==> config.mk <==
export PLATFORM = sky130hd
export DESIGN_NAME = abmux_top
export DESIGN_NICKNAME = d
export VERILOG_FILES = /design/src/abmux_top.v /design/src/abmux_pin_cell.v
export VERILOG_INCLUDE_DIRS = /design/src
export SDC_FILE = /design/constraint.sdc
export NUM_CORES = 1
export LEC_CHECK = 0
export BUFFER_PORTS_ARGS = -buffer_cell sky130_fd_sc_hd__buf_2
export CAP_MARGIN = 15
export CORE_MARGIN = 2
export CORE_UTILIZATION = 41
export CTS_CLUSTER_DIAMETER = 50
export DETAILED_ROUTE_END_ITERATION = 10
export GPL_TIMING_DRIVEN = 0
export PLACE_DENSITY = 0.76
export SYNTH_ARGS = -nofsm -noshare
export SYNTH_HDL_FRONTEND = slang
export SYNTH_HIERARCHICAL = 1
export SYNTH_SLANG_ARGS = --single-unit
==> constraint.sdc <==
create_clock -name ref_clk -period 1.8 [get_ports ref_clk]
set_input_delay 0.09 -clock ref_clk [delete_from_list [all_inputs] [get_ports ref_clk]]
set_output_delay 0.09 -clock ref_clk [all_outputs]
set_load 0.03 [all_outputs]
==> src/abmux_consts.vh <==
/*
 * Constants for the address bus output and acknowledge level mux.
 * Assumes inclusion by abmux_top.v and abmux_pin_cell.v only.
 */
`ifndef ABMUX_CONSTS_VH
`define ABMUX_CONSTS_VH

// Bus widths
`define ABMUX_LOW_W       24
`define ABMUX_UP_W        8
`define ABMUX_ADDR_W      32
`define ABMUX_UP_LSB      24
`define ABMUX_UP_MSB      31
`define ABMUX_LEVEL_W     3
`define ABMUX_SPACE_W     4

// Per-pin function select codes, two bits per upper pin
`define ABMUX_FN_W        2
`define ABMUX_FN_ADDR     2'h0
`define ABMUX_FN_PORT     2'h1
`define ABMUX_FN_IACK     2'h2
`define ABMUX_FN_RSVD     2'h3

// Access space code of the processor control space
`define ABMUX_SPACE_CTRL  4'h7

// Zero levels
`define ABMUX_LOW_ZERO    24'h000000
`define ABMUX_UP_ZERO     8'h00
`define ABMUX_LEVEL_NONE  3'h0

// Acknowledge level lines, levels 1..7
`define ABMUX_ACK_W       7
`define ABMUX_ACK_NONE    7'h00

`endif

==> src/abmux_top.v <==
/*
 * Address bus output stage with programmable upper pins.
 * Holds the registered address, strobe timing, port latches and the
 * one-hot acknowledge level decode. Pin 0 of the upper group has no
 * acknowledge level, and function code 3 leaves an upper pin undriven.
 * Assumes a bus cycle sequencer that raises cyc_start for one ref_clk
 * cycle while idle and cyc_end for one cycle once the strobe is out,
 * and far-side logic that resolves pins shared between functions.
 */
// Contract
// - Drive byte address at bus cycle start
// - Address stable while strobe asserted
// - Lower lines three-state, not control space
// - Upper pins: address, port or acknowledge
// - Port function is software parallel port
// - Acknowledge cycle asserts one matching level
// - Strobe follows cycle start by half period; code waits one full ref_clk cycle
`timescale 1ns/10ps
`include "abmux_consts.vh"

module abmux_top (
  ref_clk,
  sys_rst,
  cyc_start,
  cyc_end,
  cyc_addr,
  cyc_space,
  cyc_iack,
  cyc_level,
  bus_enable,
  upper_fn_sel,
  port_out_data,
  port_dir,
  upper_pin_in,
  lower_address_lines,
  lower_address_oe,
  upper_address_lines,
  upper_address_oe,
  upper_pin_gpio_port,
  int_level_acknowledge_lines,
  address_strobe_n,
  cycle_active
);
  input  wire                  ref_clk;                     // System clock, 25 MHz
  input  wire                  sys_rst;                     // Async reset, high
  input  wire                  cyc_start;                   // One-cycle start pulse
  input  wire                  cyc_end;                     // One-cycle end pulse
  input  wire [31:0]           cyc_addr;                    // Address of (first) byte
  input  wire [3:0]            cyc_space;                   // Access space code
  input  wire                  cyc_iack;                    // Cycle is acknowledge
  input  wire [2:0]            cyc_level;                   // Level acknowledged, 1..7
  input  wire                  bus_enable;                  // Device owns the bus
  input  wire [15:0]           upper_fn_sel;                // Two bits per upper pin
  input  wire [7:0]            port_out_data;               // Port output latch value
  input  wire [7:0]            port_dir;                    // Port direction per pin
  input  wire [7:0]            upper_pin_in;                // Upper pin levels seen
  output reg  [23:0]           lower_address_lines;         // Lower address out
  output wire                  lower_address_oe;            // Lower address enable
  output wire [7:0]            upper_address_lines;         // Upper pin out levels
  output wire [7:0]            upper_address_oe;            // Upper pin enables
  output reg  [7:0]            upper_pin_gpio_port;         // Port input value read
  output reg  [6:0]            int_level_acknowledge_lines; // Levels 7..1, high asserted
  output reg                   address_strobe_n;            // Strobe, active low
  output wire                  cycle_active;                // Bus cycle in progress

  // One-hot cycle states; the half-period strobe delay becomes one
  // full ref_clk cycle since only rising edges are available
  localparam [2:0] ST_IDLE  = 3'b001;
  localparam [2:0] ST_SETUP = 3'b010;
  localparam [2:0] ST_STRB  = 3'b100;

  reg  [2:0]  state_r;       // Cycle state
  reg  [2:0]  state_nxt;     // Next state
  reg  [7:0]  upper_addr_r;  // Upper address bits held
  reg         ctrl_space_r;  // Cycle is in control space
  reg         iack_cyc_r;    // Cycle is an acknowledge
  reg  [2:0]  level_r;       // Level held for the cycle
  // Port latches and acknowledge look-ahead
  reg  [7:0]  port_out_r;    // Port output latch
  reg  [7:0]  port_dir_r;    // Port direction latch
  wire        ack_cyc_w;     // Acknowledge wanted next cycle
  wire [2:0]  ack_lvl_w;     // Level to decode next cycle

  // Decoder for the acknowledge outputs, whose lines also feed the pin drive
  function [6:0] abmux_level_dec;
    input [2:0] lvl;
    integer i;
    begin
      // Level zero means none and decodes to no line
      abmux_level_dec = `ABMUX_ACK_NONE;
      for (i = 1; i <= `ABMUX_ACK_W; i = i + 1) begin
        if (lvl == i[2:0]) begin
          abmux_level_dec[i - 1] = 1'b1;
        end
      end
    end
  endfunction

  // Next state
  always @* begin
    state_nxt = state_r;
    case (state_r)
      // Wait here; a start is taken only in this state
      ST_IDLE: begin
        if (cyc_start) begin
          state_nxt = ST_SETUP;
        end
      end
      // Address is out for one cycle before the strobe
      ST_SETUP: begin
        state_nxt = ST_STRB;
      end
      // Hold until the sequencer ends the cycle
      ST_STRB: begin
        if (cyc_end) begin
          state_nxt = ST_IDLE;
        end
      end
      // Unused one-hot codes fall back to idle
      default: begin
        state_nxt = ST_IDLE;
      end
    endcase
  end

  // State, address capture and strobe; address loads only at start
  always @(posedge ref_clk or posedge sys_rst) begin
    if (sys_rst) begin
      // Strobe negated and nothing captured while in reset
      state_r             <= ST_IDLE;
      lower_address_lines <= `ABMUX_LOW_ZERO;
      upper_addr_r        <= `ABMUX_UP_ZERO;
      ctrl_space_r        <= 1'b0;
      iack_cyc_r          <= 1'b0;
      level_r             <= `ABMUX_LEVEL_NONE;
      address_strobe_n    <= 1'b1;
    end else begin
      // One-hot state loads its next value every edge
      state_r <= state_nxt;
      // A start is taken only while idle; a refused one leaves all as is
      if (state_r == ST_IDLE && cyc_start) begin
        // Captured once so the address cannot move under the strobe
        lower_address_lines <= cyc_addr[`ABMUX_LOW_W-1:0];
        upper_addr_r        <= cyc_addr[`ABMUX_UP_MSB:`ABMUX_UP_LSB];
        ctrl_space_r        <= (cyc_space == `ABMUX_SPACE_CTRL);
        iack_cyc_r          <= cyc_iack;
        level_r             <= cyc_level;
      end else if (state_r == ST_STRB && cyc_end) begin
        // The held acknowledge flag ends with the cycle
        iack_cyc_r <= 1'b0;
      end
      // Strobe asserted one cycle after setup, dropped at cycle end
      address_strobe_n <= ~(state_nxt == ST_STRB);
    end
  end

  // A start is only seen while idle; otherwise the held flag decides,
  // so a refused start can never raise a level in a plain cycle
  assign ack_cyc_w = (state_r == ST_IDLE) ? (cyc_start & cyc_iack) : iack_cyc_r;
  assign ack_lvl_w = (state_r == ST_IDLE) ? cyc_level : level_r;

  // Acknowledge level outputs, one-hot only during acknowledge cycles
  always @(posedge ref_clk or posedge sys_rst) begin
    if (sys_rst) begin
      int_level_acknowledge_lines <= `ABMUX_ACK_NONE;
    end else if (state_nxt != ST_IDLE && ack_cyc_w) begin
      // Registered so the level pins cannot glitch between cycles
      int_level_acknowledge_lines <= abmux_level_dec(ack_lvl_w);
    end else begin
      // Plain cycles and the cycle end both clear every level
      int_level_acknowledge_lines <= `ABMUX_ACK_NONE;
    end
  end

  // Port latches and input sampling; inputs are synchronous to ref_clk.
  // Latching the output value keeps the pin data coming from a flop.
  always @(posedge ref_clk or posedge sys_rst) begin
    if (sys_rst) begin
      port_out_r          <= `ABMUX_UP_ZERO;
      port_dir_r          <= `ABMUX_UP_ZERO;
      upper_pin_gpio_port <= `ABMUX_UP_ZERO;
    end else begin
      port_out_r          <= port_out_data;
      port_dir_r          <= port_dir;
      // Read back regardless of direction, as software may want both
      upper_pin_gpio_port <= upper_pin_in;
    end
  end

  // Cycle in progress from the edge after the start to the end
  assign cycle_active = (state_r != ST_IDLE);
  // Lower lines float in control space and when the bus is not ours
  assign lower_address_oe = bus_enable & cycle_active & ~ctrl_space_r;

  // Upper pins: eight cells; acknowledge pins carry levels 1..7 on
  // pins 1..7, pin 0 has no level and stays negated
  genvar g;
  generate
    for (g = 0; g < `ABMUX_UP_W; g = g + 1) begin : g_pin
      wire iack_w;
      // Pin 0 has no level to carry
      if (g == 0) begin : g_nolvl
        assign iack_w = 1'b0;
      end else begin : g_lvl
        assign iack_w = int_level_acknowledge_lines[g - 1];
      end
      // Each cell picks its source from its two function bits
      abmux_pin_cell u_cell (
        .fn_sel   (upper_fn_sel[2*g+1:2*g]),
        .addr_bit (upper_addr_r[g]),
        .addr_oe  (lower_address_oe),
        .port_bit (port_out_r[g]),
        .port_dir (port_dir_r[g]),
        .iack_bit (iack_w),
        .pin_out  (upper_address_lines[g]),
        .pin_oe   (upper_address_oe[g])
      );
    end
  endgenerate
endmodule

==> src/abmux_pin_cell.v <==
/*
 * One upper address pin: selects address bit, port bit or acknowledge
 * level according to its function code. Combinational only.
 * Assumes the caller registers the inputs it supplies.
 */
`timescale 1ns/10ps
`include "abmux_consts.vh"

module abmux_pin_cell (
  fn_sel,
  addr_bit,
  addr_oe,
  port_bit,
  port_dir,
  iack_bit,
  pin_out,
  pin_oe
);
  input  wire [1:0] fn_sel;   // Function of this pin
  input  wire       addr_bit; // Registered address bit
  input  wire       addr_oe;  // Address bus enable
  input  wire       port_bit; // Port output latch bit
  input  wire       port_dir; // Port direction, high drives
  input  wire       iack_bit; // Acknowledge level, high asserted
  output reg        pin_out;  // Pin level driven
  output reg        pin_oe;   // Pin drive enable

  // Select source; acknowledge is active low on the wire
  always @* begin
    pin_out = 1'b0;
    pin_oe  = 1'b0;
    if (fn_sel == `ABMUX_FN_ADDR) begin
      pin_out = addr_bit;
      pin_oe  = addr_oe;
    end else if (fn_sel == `ABMUX_FN_PORT) begin
      pin_out = port_bit;
      pin_oe  = port_dir;
    end else if (fn_sel == `ABMUX_FN_IACK) begin
      // Always driven so a negated line reads high, never floats
      pin_out = ~iack_bit;
      pin_oe  = 1'b1;
    end
  end
endmodule

Yosys cells after proc, flatten, opt, wreduce, memory -nomap -nowiden:

Index checks and enable logic that the tools add are counted.
Widths: inputs -> output; s select.

* word-level logic and storage cells: 127
* output and inout port bits: 58
* input port bits: 85
* bits in registers: 72

* eq/ne operators: 30
* mux-type cells: 62
* reduce and logical (&&, ||, !) cells: 12
* bitwise operators: 12

Operators by type and width (count)
* $mux 1: 57
* $eq 3x3->1 const B: 6
* $eq 2x1->1 const B: 8
* $eq 2x2->1 const B: 8
* $logic_not 2->1: 8
* $eq 3x2->1 const B: 3
* $mux 3: 3
* $not 1->1: 9
* $pmux 3 s3: 1
* $mux 7: 1
* $eq 3x1->1 const B: 2
* $ne 3x1->1 const B: 2
* $eq 4x3->1 const B: 1
* $and 1x1->1: 3
* $logic_and 1x1->1: 3
* $reduce_bool 2->1: 1

Depth between registers and ports, before layout:

Gate-level depths: netlist of the first run.

* depth after elaboration: 5
* gate-level depth with buffers: 4
* mapped depth without buffers: 4

Hierarchy:

The synthesis of the first run kept the hierarchy.

By module, submodules not included
* abmux_top: area an instance 2488.6 um2, instances 1, cells each 145
* abmux_pin_cell: area an instance 38.8 um2, instances 8, cells each 6

Least setup slack after synthesis of the first run:

Ideal clock, no wire load.

* path kind: register to output
* start point: register state_r[0]
* end point: output port upper_address_oe[0]
* cell stages (with the launch flop): 5
* slack: -0.614 ns
* data arrival time: 2.324 ns
* required time: 1.710 ns
* buffers on the path: 0
* path through: dfstp_2 nor3b_4 nor3b_1 nor3_1 a21oi_1

* longest elaborated chain between the ends: 4

Ends and longest elaborated chain
* start: declaration: line abmux_top.v:72 `reg [2:0] state_r;`
* start signal: assignment: line abmux_top.v:139 `state_r <= state_nxt;`
* $ne 3x1->1: line abmux_top.v:191 `assign cycle_active = (state_r != ST_IDLE);`
* $and 1x1->1 (2 in a row): line abmux_top.v:193 `assign lower_address_oe = bus_enable & cycle_active & ~ctrl_space_r;`
* via lower_address_oe: line abmux_top.v:58 `output wire lower_address_oe;`
* $mux 1: line abmux_pin_cell.v:32 `` if (fn_sel == `ABMUX_FN_ADDR) begin ``
* end: declaration: line abmux_top.v:60 `output wire [7:0] upper_address_oe;`

The timed path passes the listed nets, and every way through them passes these cells.

Final worst setup path of the first run:

* start point: register state_r[0]
* end point: register int_level_acknowledge_lines[1]

* longest elaborated chain between the ends: 5
* elaborated cells on any way between the ends: 13
* classes of those cells: eq/ne (5); mux (7); reduce/logical (1)

Ends and longest elaborated chain
* $eq 3x3->1, or another cell as far along: line abmux_top.v:102 `case (state_r)`
* $pmux 3 s3 / $mux 3 (equally long branches): line abmux_top.v:102, abmux_top.v:160
* $ne 3x1->1 / $eq 3x2->1 (equally long branches): line abmux_top.v:166, abmux_top.v:92
* $logic_and 1x1->1 / $mux 1 (equally long branches): line abmux_top.v:166, abmux_top.v:92
* $mux 7 *: line abmux_top.v:166 `end else if (state_nxt != ST_IDLE && ack_cyc_w) begin`
* end signal: assignment: line abmux_top.v:165 `` int_level_acknowledge_lines <= `ABMUX_ACK_NONE; ``
* end signal: assignment: line abmux_top.v:168 `int_level_acknowledge_lines <= abmux_level_dec(ack_lvl_w);`
* end signal: assignment: line abmux_top.v:171 `` int_level_acknowledge_lines <= `ABMUX_ACK_NONE; ``
* end: declaration: line abmux_top.v:62 `output reg [6:0] int_level_acknowledge_lines;`

Every way passes the cells marked *; elsewhere a longest branch is shown, timed or not.
A chain may end at the register's enable or synchronous reset.

==> summary.txt, run 1 <==
Status
  • Result of the run: finished with violations
  • Violations in the final reports: negative setup slack

Floorplanning
  • Die Span Y: 86.63 um
  • CORE AREA: 6681 um2
  • X dimension of the die: 86.63 um
  • Count of boundary I/O pins: 143
  • Std cell rows: 30
  • Total die area: 7504 um2
  • Initial core utilization: 41.89%

Min path
  • Number of cells on the worst hold path: 2
  • WHS Endpoint: level_r[0]
  • HP Class: primary input to flop
  • Min-Delay Startpoint: cyc_level[0]

GRT
  • Number of global-route vias before repair: 2581
  • Number of antenna violations at the first check in global routing: 0
  • Global-route wire length before repair: 11730 um
  • Maximum number of pins on one net before global-route repair: 30
  • Total GRT Usage: 20.42%
  • Total congestion overflow: 0

Final layout
  • Post-layout net count: 496
  • Synthesis-to-finish area growth: 67.01%
  • Fraction of layout cells with a size suffix above 1: 55.05%
  • Utilization after layout: 69.96%
  • Number of antenna repair diodes: 0

Placement
  • I/O Buffers: 142
  • Routability Congestion: 0.7234
  • Total half-perimeter wirelength after legalization and detailed placement: 4577 um
  • Setup Slack @ Placement: -0.09244 ns

Routing
  • Final Routed Wirelength: 7486 um
  • Post-DR wirelength/cell: 15.09 um
  • DRC violations left: 0
  • Vias/cell: 4.815
  • ANT nets after route: 0
  • First DRT Iteration DRCs: 68
  • Number of detailed-routing iterations run before antenna repair: 4
  • DR vias: 2388

Worst setup path
  • Stage delay of the slowest cell on the critical path: 0.54 ns
  • Critical path's slowest cell: dfstp_2
  • R2r setup slk: -0.03 ns
  • Startpoint of the worst register-to-register path: state_r[0]
  • Critical Path End Type: flop
  • Worst setup path startpoint: state_r[0]
  • End of the worst register-to-register path: int_level_acknowledge_lines[1]
  • Count of cells along the worst register-to-register path: 4
  • Worst path required time: 2.02 ns
  • Maximum net fanout on the critical path: 6
  • Cells along the critical path: nor3b_4 -> buf_4 -> mux2_2 -> nor4_1
  • Critical Path AT: 2.05 ns
  • Kind of launch point of the worst setup path: flop
  • Category of the most critical setup path: flop to flop

Yosys
  • Biggest area contributors in the synthesized netlist: dfrtp_1, mux2_2, mux2i_1
  • YS warnings: 6
  • Count of state elements after synthesis: 72
  • Share of the synthesized area in the top cell type: 62.58%
  • Synth Instances: 193
  • Count of distinct cell types in the synthesized netlist: 26
  • Post-synthesis sequential area ratio: 64.46%
  • Net count after synthesis: 278
  • Largest area contributor in the synthesized netlist: dfrtp_1
  • Area of the mapped netlist: 2799 um2
  • Avg Inst Size Synth: 14.50 um2

CTS
  • Total number of H-tree levels: 3
  • CTS tree: done
  • Maximum clock path buffer count: 2
  • Worst-skew pair later-pin latency: 0.33 ns
  • Number of buffers inserted during clock tree synthesis: 9
  • Clock slew at the register clock pins of the worst setup and hold paths: 0.07 ns
  • Clock net sink count: 72
  • Buffer cell driving the clock tree root: clkbuf_8

STA
  • Setup-failing EPs final: 2
  • Maximum frequency from static timing analysis: 546.6 MHz
  • Slew at the pin with the worst max-slew slack: 0.5779 ns
  • Final Worst Setup Slack: -0.02962 ns
  • Final period util: 101.6%
  • Post-layout min period: 1.830 ns
  • Final Skew: 0.006922 ns
  • Setup repair after global routing missed its margin: yes
  • Hold violation total from the final report: 0
  • Max-slew violations: 0
  • Worst slew margin relative to its limit: 61.27%

Power and ir drop
  • Areal power density over the cells: 1451 nW/um2
  • Peak supply drop: 1.413 mV
  • Tot Pwr: 6.784 mW
  • Leak: 2.240 nW

Job
  • Number of max-cap violations: 0
[placed cells by master (no fill, tap or decap), types with 2 or more instances in the layout]
cell type / synthesis / routed
dfstp_2: 2 / 2
bufinv_16: 0 / 3
buf_6: 1 / 6
nor3_2: 1 / 4
buf_12: 0 / 2
a21oi_1: 8 / 5
clkbuf_8: 0 / 10
mux2i_1: 11 / 11
nand2_1: 3 / 3
dfrtp_1: 70 / 70
nor3b_4: 1 / 2
nor4_1: 7 / 3
buf_4: 0 / 8
nand2b_1: 16 / 16
buf_2: 3 / 137
a21oi_2: 0 / 3
dlygate4sd3_1: 0 / 58
nor4_2: 0 / 4
mux2_2: 39 / 39
o22ai_1: 8 / 8
nor3_4: 0 / 5
inv_1: 3 / 2
[cell families (layout without fill, tap and decap cells)]
logic type / Yosys count / count (layout) / share of synthesized area, %
compound gates: 17 / 17 / 3.397
mux: 50 / 50 / 19.62
buf+inv: 7 / 230 / 1.341
other cells: 1 / 1 / 0.1340
simple gates: 46 / 46 / 11.04
flops: 72 / 72 / 64.46
[cell usage after synthesis (all sizes together)]
cell / instances
and4b: 1
nand2b: 16
nor4: 7
mux2: 39
nand3: 1
nand2: 3
nor2: 1
dfrtp: 70
buf: 4
dfstp: 2
conb: 1
nor3b: 3
and3b: 1
a21oi: 8
o22ai: 8
mux2i: 11
nor3: 9
nor2b: 1
nand4bb: 1
and4bb: 1
inv: 3
o21ai: 1
nor4b: 1
[critical path, delay by kind of cell (launching register included)]
family | cells | cell delay (ns)
simple gates | 2 | 0.59
mux | 1 | 0.38
flops | 1 | 0.54
buf+inv | 1 | 0.22
[power by group]
group,internal (mW),switching (mW),leakage (nW)
combinational,1.21,1.66,1.26
sequential,2.12,0.267,0.860
clock,0.959,0.571,0.124
total,4.29,2.49,2.24
[layer usage]
metal  global-route usage, %  vias up  wire [um]
met5                       0        -          0
met4                   4.688        0         38
met3                   8.000        5        566
met2                   37.48       89       3957
met1                   22.06     1167       2924
li1                        -     1127          -
[stage by stage]
step / setup TNS [ns] / cell area [um2] / hold WS (ns) / cells
after floorplan: 0 / 2814 / 0.1214 / 193
after global placement: -0.4219 / 3625 / 0.1979 / 415
after detailed placement: -0.3587 / 3665 / 0.1419 / 417
after CTS: -0.1191 / 4586 / 0.0003822 / 495
after global routing: -0.6037 / 4674 / 0.01806 / 496
final: -0.03790 / 4674 / 0.02092 / 496
[how the worst max path moves through the flow]
| stage | endpoint | slack, ns | depth (start not counted) |
|---|---|---|---|
| after global routing | upper_address_oe[7] | -0.09 | 6 |
| after global placement | int_level_acknowledge_lines[3] | -0.10 | 3 |
| after floorplan | upper_address_oe[0] | 0.08 | 4 |
| after CTS | int_level_acknowledge_lines[1] | -0.02 | 4 |
| after detailed placement | int_level_acknowledge_lines[4] | -0.09 | 3 |
| final | int_level_acknowledge_lines[1] | -0.03 | 4 |
[registers in the layout, summed over array words and instances (netlist names)]
register and count:
lower_address_lines 24, port_dir_r 8, port_out_r 8, upper_addr_r 8, upper_pin_gpio_port 8, int_level_acknowledge_lines 7
level_r 3, state_r 3, address_strobe_n 1, ctrl_space_r 1, iack_cyc_r 1
[repair_timing]
| action | CTS | global route |
|---|---|---|
| hold buffers | 57 | 1 |
| gates resized for setup | 18 | 15 |
| setup buffers | 5 | 0 |
| endpoints found under the setup margin | 14 | 12 |
| pin swaps | 1 | 1 |
| endpoints found under the hold margin | 75 | 1 |
[layout make-up]
cell class | count | area, um2
Buffer | 4 | 26.28
Clock buffer | 11 | 141.4
Clock inverter | 5 | 103.9
Fill cell | 493 | 2007
Inverter | 3 | 15.01
Multi-Input combinational cell | 114 | 1076
Sequential cell | 72 | 1804
Tap cell | 80 | 100.1
Timing Repair Buffer | 207 | 1408
(Power assumes the default switching activity.)
==> inputs of run 2 (changes only) <==
--- a/config.mk
+++ b/config.mk
@@ -6,6 +6,7 @@
 export SDC_FILE = /design/constraint.sdc
 export NUM_CORES = 1
 export LEC_CHECK = 0
+export ABC_AREA = 1
 export BUFFER_PORTS_ARGS = -buffer_cell sky130_fd_sc_hd__buf_2
 export CAP_MARGIN = 15
 export CORE_MARGIN = 2
@@ -13,7 +14,7 @@
 export CTS_CLUSTER_DIAMETER = 50
 export DETAILED_ROUTE_END_ITERATION = 10
 export GPL_TIMING_DRIVEN = 0
-export PLACE_DENSITY = 0.76
+export PLACE_DENSITY = 0.75
 export SYNTH_ARGS = -nofsm -noshare
 export SYNTH_HDL_FRONTEND = slang
 export SYNTH_HIERARCHICAL = 1
==> run 2 against run 1 <==
The run now ends clean. Synthesized area is 4.7% higher. Register-to-register slack better by 0.33 ns. Critical path depth is 5 higher. Cell area is 1.5% higher. Flip-flop and latch count stayed put. Global-route usage is 1.9 points higher. Core utilization is 0.91 points lower. Fmax is 3.7% higher. Worst setup slack better by 0.065 ns. Die area is 4.5% higher. Combinational power is 3% higher. Routed wire length is 14% higher. Largest power group unchanged. Highest routed layer unchanged.
==> summary.txt, run 2 <==
Worst setup path
  • Stage delay of the slowest cell on the critical path: 0.43 ns (was 0.54 ns)
  • Worst path required time: 1.71 ns (was 2.02 ns)
  • Kind of launch point of the worst setup path: flop (unchanged)
  • Category of the most critical setup path: flop to primary output (was flop to flop)
  • Critical path's slowest cell: dfrtp_2 (was dfstp_2)
  • Maximum net fanout on the critical path: 9 (was 6)
  • Cells along the critical path: nor2_4 -> nand2_2 -> buf_6 -> nand2_4 -> nor2_4 -> buf_12 -> o21ai_1 -> nand2_1 -> buf_6 (was nor3b_4 -> buf_4 -> mux2_2 -> nor4_1)
  • Critical Path End Type: primary output (was flop)
  • Critical Path AT: 1.67 ns (was 2.05 ns)

Floorplanning
  • Total die area: 7839 um2 (was 7504 um2)
  • Initial core utilization: 42.66% (was 41.89%)
  • Count of boundary I/O pins: 143 (unchanged)
  • Die Span Y: 88.54 um (was 86.63 um)
  • X dimension of the die: 88.54 um (was 86.63 um)
  • Std cell rows: 30 (unchanged)
  • CORE AREA: 6869 um2 (was 6681 um2)

Final layout
  • Synthesis-to-finish area growth: 61.87% (was 67.01%)
  • Post-route insts no fill: 648 (was 496)
  • Commonest non-fill, non-tap cell in the layout: buf_2 (unchanged)
  • Area of combinational cells with multiple inputs: 994.7 um2 (was 1076 um2)
  • Utilization after layout: 69.05% (was 69.96%)
  • Fillers: 491 (was 493)
  • Area occupied by registers: 1805 um2 (was 1804 um2)
  • Fraction of layout cells with a size suffix above 1: 35.87% (was 55.05%)
  • Post-layout net count: 632 (was 496)
  • Top library cells by usage in the layout, fill and taps aside: buf_2, nand2_1, dfrtp_1 (was buf_2, dfrtp_1, dlygate4sd3_1)
  • Number of flip-flops under the largest register name: 24 (unchanged)
  • Number of antenna repair diodes: 0 (unchanged)
  • Post-route cell area: 4743 um2 (was 4674 um2)
  • Register with the most flip-flops: lower_address_lines (unchanged)

STA
  • Final period util: 98.02% (was 101.6%)
  • Hold violation total from the final report: 0 (unchanged)
  • Setup-failing EPs final: 0 (was 2)
  • Final Skew: 0.01158 ns (was 0.006922 ns)
  • Maximum frequency from static timing analysis: 566.8 MHz (was 546.6 MHz)
  • Worst hold margin: 0.04872 ns (was 0.02092 ns)
  • Final-layout setup total negative slack: 0 ns (was -0.03790 ns)
  • Slew at the pin with the worst max-slew slack: 0.7546 ns (was 0.5779 ns)
  • Setup repair after global routing missed its margin: yes (unchanged)
  • Max-slew violations: 0 (unchanged)
  • Post-layout min period: 1.764 ns (was 1.830 ns)
  • Worst slew margin relative to its limit: 49.58% (was 61.27%)

Power and ir drop
  • Areal power density over the cells: 1420 nW/um2 (was 1451 nW/um2)
  • Leak: 2.586 nW (was 2.240 nW)
  • Peak supply drop: 1.104 mV (was 1.413 mV)

Yosys
  • Number of flops mapped to enable cells by yosys: 0 (unchanged)
  • Net count after synthesis: 413 (was 278)
  • Top cell types by occurrence after synthesis: nand2_1, dfrtp_1, nand3_1 (was dfrtp_1, mux2_2, nand2b_1)
  • Post-synthesis sequential area ratio: 61.57% (was 64.46%)
  • Synth Instances: 328 (was 193)
  • Count leader, synth: nand2_1 (was dfrtp_1)
  • Dominant register cell in the synthesized netlist: dfrtp_1 (unchanged)
  • Largest area contributor in the synthesized netlist: dfrtp_1 (unchanged)
  • Count of distinct cell types in the synthesized netlist: 20 (was 26)
  • Share of the synthesized area in the top cell type: 59.78% (was 62.58%)
  • Avg Inst Size Synth: 8.934 um2 (was 14.50 um2)
  • Area of the mapped netlist: 2930 um2 (was 2799 um2)
  • Share of flip-flops with an asynchronous set or reset after synthesis: 100.0% (unchanged)
  • Biggest area contributors in the synthesized netlist: dfrtp_1, nand2_1, nand3_1 (was dfrtp_1, mux2_2, mux2i_1)
  • Count of state elements after synthesis: 72 (unchanged)
  • YS warnings: 6 (unchanged)

Placement
  • I/O Buffers: 142 (unchanged)
  • Post-Place Cell Area: 3787 um2 (was 3665 um2)
  • Routability Congestion: 0.7233 (was 0.7234)
  • Total half-perimeter wirelength after legalization and detailed placement: 5365 um (was 4577 um)
  • Post-Place Cells: 567 (was 417)

Routing
  • Post-DR wirelength/cell: 13.19 um (was 15.09 um)
  • Vias/cell: 4.702 (was 4.815)
  • Final Routed Wirelength: 8546 um (was 7486 um)
  • Number of detailed-routing iterations run before antenna repair: 6 (was 4)
  • First DRT Iteration DRCs: 84 (was 68)
  • ANT nets after route: 0 (unchanged)
  • DR vias: 3047 (was 2388)
  • DRC violations left: 0 (unchanged)

GRT
  • Total congestion overflow: 0 (unchanged)
  • Grt met2 use: 38.35% (was 37.48%)
  • Top Usage Layer GRT: met2 (unchanged)
  • Global-route wire length before repair: 13200 um (was 11730 um)
  • Number of global-route vias before repair: 3035 (was 2581)
  • GR met3 Demand/Resource: 7.183% (was 8.000%)
  • Number of antenna violations at the first check in global routing: 0 (unchanged)
  • Total GRT Usage: 22.36% (was 20.42%)
  • Maximum number of pins on one net before global-route repair: 39 (was 30)
  • Global routing usage on met1: 25.27% (was 22.06%)

CTS
  • Clock slew at the register clock pins of the worst setup and hold paths: 0.08 ns (was 0.07 ns)
  • Maximum clock path buffer count: 2 (unchanged)
  • Number of buffers inserted during clock tree synthesis: 9 (unchanged)
  • CTS tree: done (unchanged)
  • Buffer cell driving the clock tree root: clkbuf_8 (unchanged)
  • Total number of H-tree levels: 3 (unchanged)
  • Worst-skew pair later-pin latency: 0.34 ns (was 0.33 ns)
  • Clock net sink count: 72 (unchanged)

Job
  • Number of max-cap violations: 0 (unchanged)

Min path
  • HP Class: primary input to flop (unchanged)

Status
  • Result of the run: completed (was finished with violations)
run 2: cell types whose count changed in the layout (fill, tap and decap cells not counted), moves of 6 or more:
cell	before	now
nand2_1	3	133
mux2_2	39	0
nand3_1	1	39
nand2b_1	16	0
nor2_1	1	17
inv_1	2	17
mux2i_1	11	0
nand3b_1	0	10
inv_2	0	9
o22ai_1	8	1
o21ai_2	0	6
run 2: final timing paths:
| check | end | start | cells past startpoint | slack (ns) |
|---|---|---|---|---|
| hold / removal | ctrl_space_r | cyc_space[0] | 3 | 0.05 |
| min in group asynchronous | upper_pin_gpio_port[1] | sys_rst | 3 | 0.43 |
| hold reg to reg | lower_address_lines[8] | lower_address_lines[8] | 2 | 0.49 |
| setup reg to reg | lower_address_lines[11] | state_r[0] | 6 | 0.30 |
| max in group asynchronous | upper_addr_r[2] | sys_rst | 4 | 0.74 |
| setup / recovery | upper_address_oe[6] | state_r[2] | 9 | 0.04 |
run 2: kinds of logic after synthesis:
| logic type | share of synthesized area, % |
|---|---|
| compound gates | 2.818 |
| buf+inv | 5.636 |
| flops | 61.57 |
| other cells | 0.1280 |
| simple gates | 29.85 |
run 2: per-stage QoR:
step           power [mW]  setup slack, ns
2_1_floorplan       4.154           0.1512
3_3_place_gp        4.871          0.06212
3_5_place_dp        4.960          0.01336
4_1_cts             6.610        -0.008966
5_1_grt             7.140         -0.04840
6_report            6.734          0.03558
run 2: where the power goes:
group / total [mW] / leakage [nW] / internal (mW) / switching [mW]
logic: 2.95 / 1.59 / 1.02 / 1.93
clock network: 1.42 / 0.110 / 0.819 / 0.598
registers: 2.37 / 0.882 / 2.09 / 0.273
total: 6.73 / 2.59 / 3.94 / 2.80
run 2: layer usage:
metal | share of wire, % | up-vias
li1 | - | 1465
met1 | 40 | 1405
met4 | 2.6 | 0
met5 | 0 | -
met2 | 49 | 154
met3 | 8.7 | 23
run 2: worst max-delay path, delay by kind of cell (launching register included):
family,cells,cell delay [ns]
and+or+nand+nor,5,0.36
buffers and inverters,3,0.41
AOI/OAI and AO/OA,1,0.12
DFF,1,0.43
run 2: area by class of cell:
class,instances,share of cell area (%)
flip-flops and latches,72,38.06
repair buffers,209,30.28
multi-input cells,220,20.97
clock buffers,11,2.981
well taps,96,2.532
inverters,27,2.216
clock inverters,5,1.715
plain buffers,8,1.240
run 2: timing repair:
item | in CTS | in global routing
cloned | 0 | 0
gates resized for setup | 20 | 13
endpoints found under the setup margin | 9 | 8
setup buffers | 4 | 4
hold buffers | 59 | 0
hold endpoints to repair | 90 | 0
pin swaps | 3 | 8
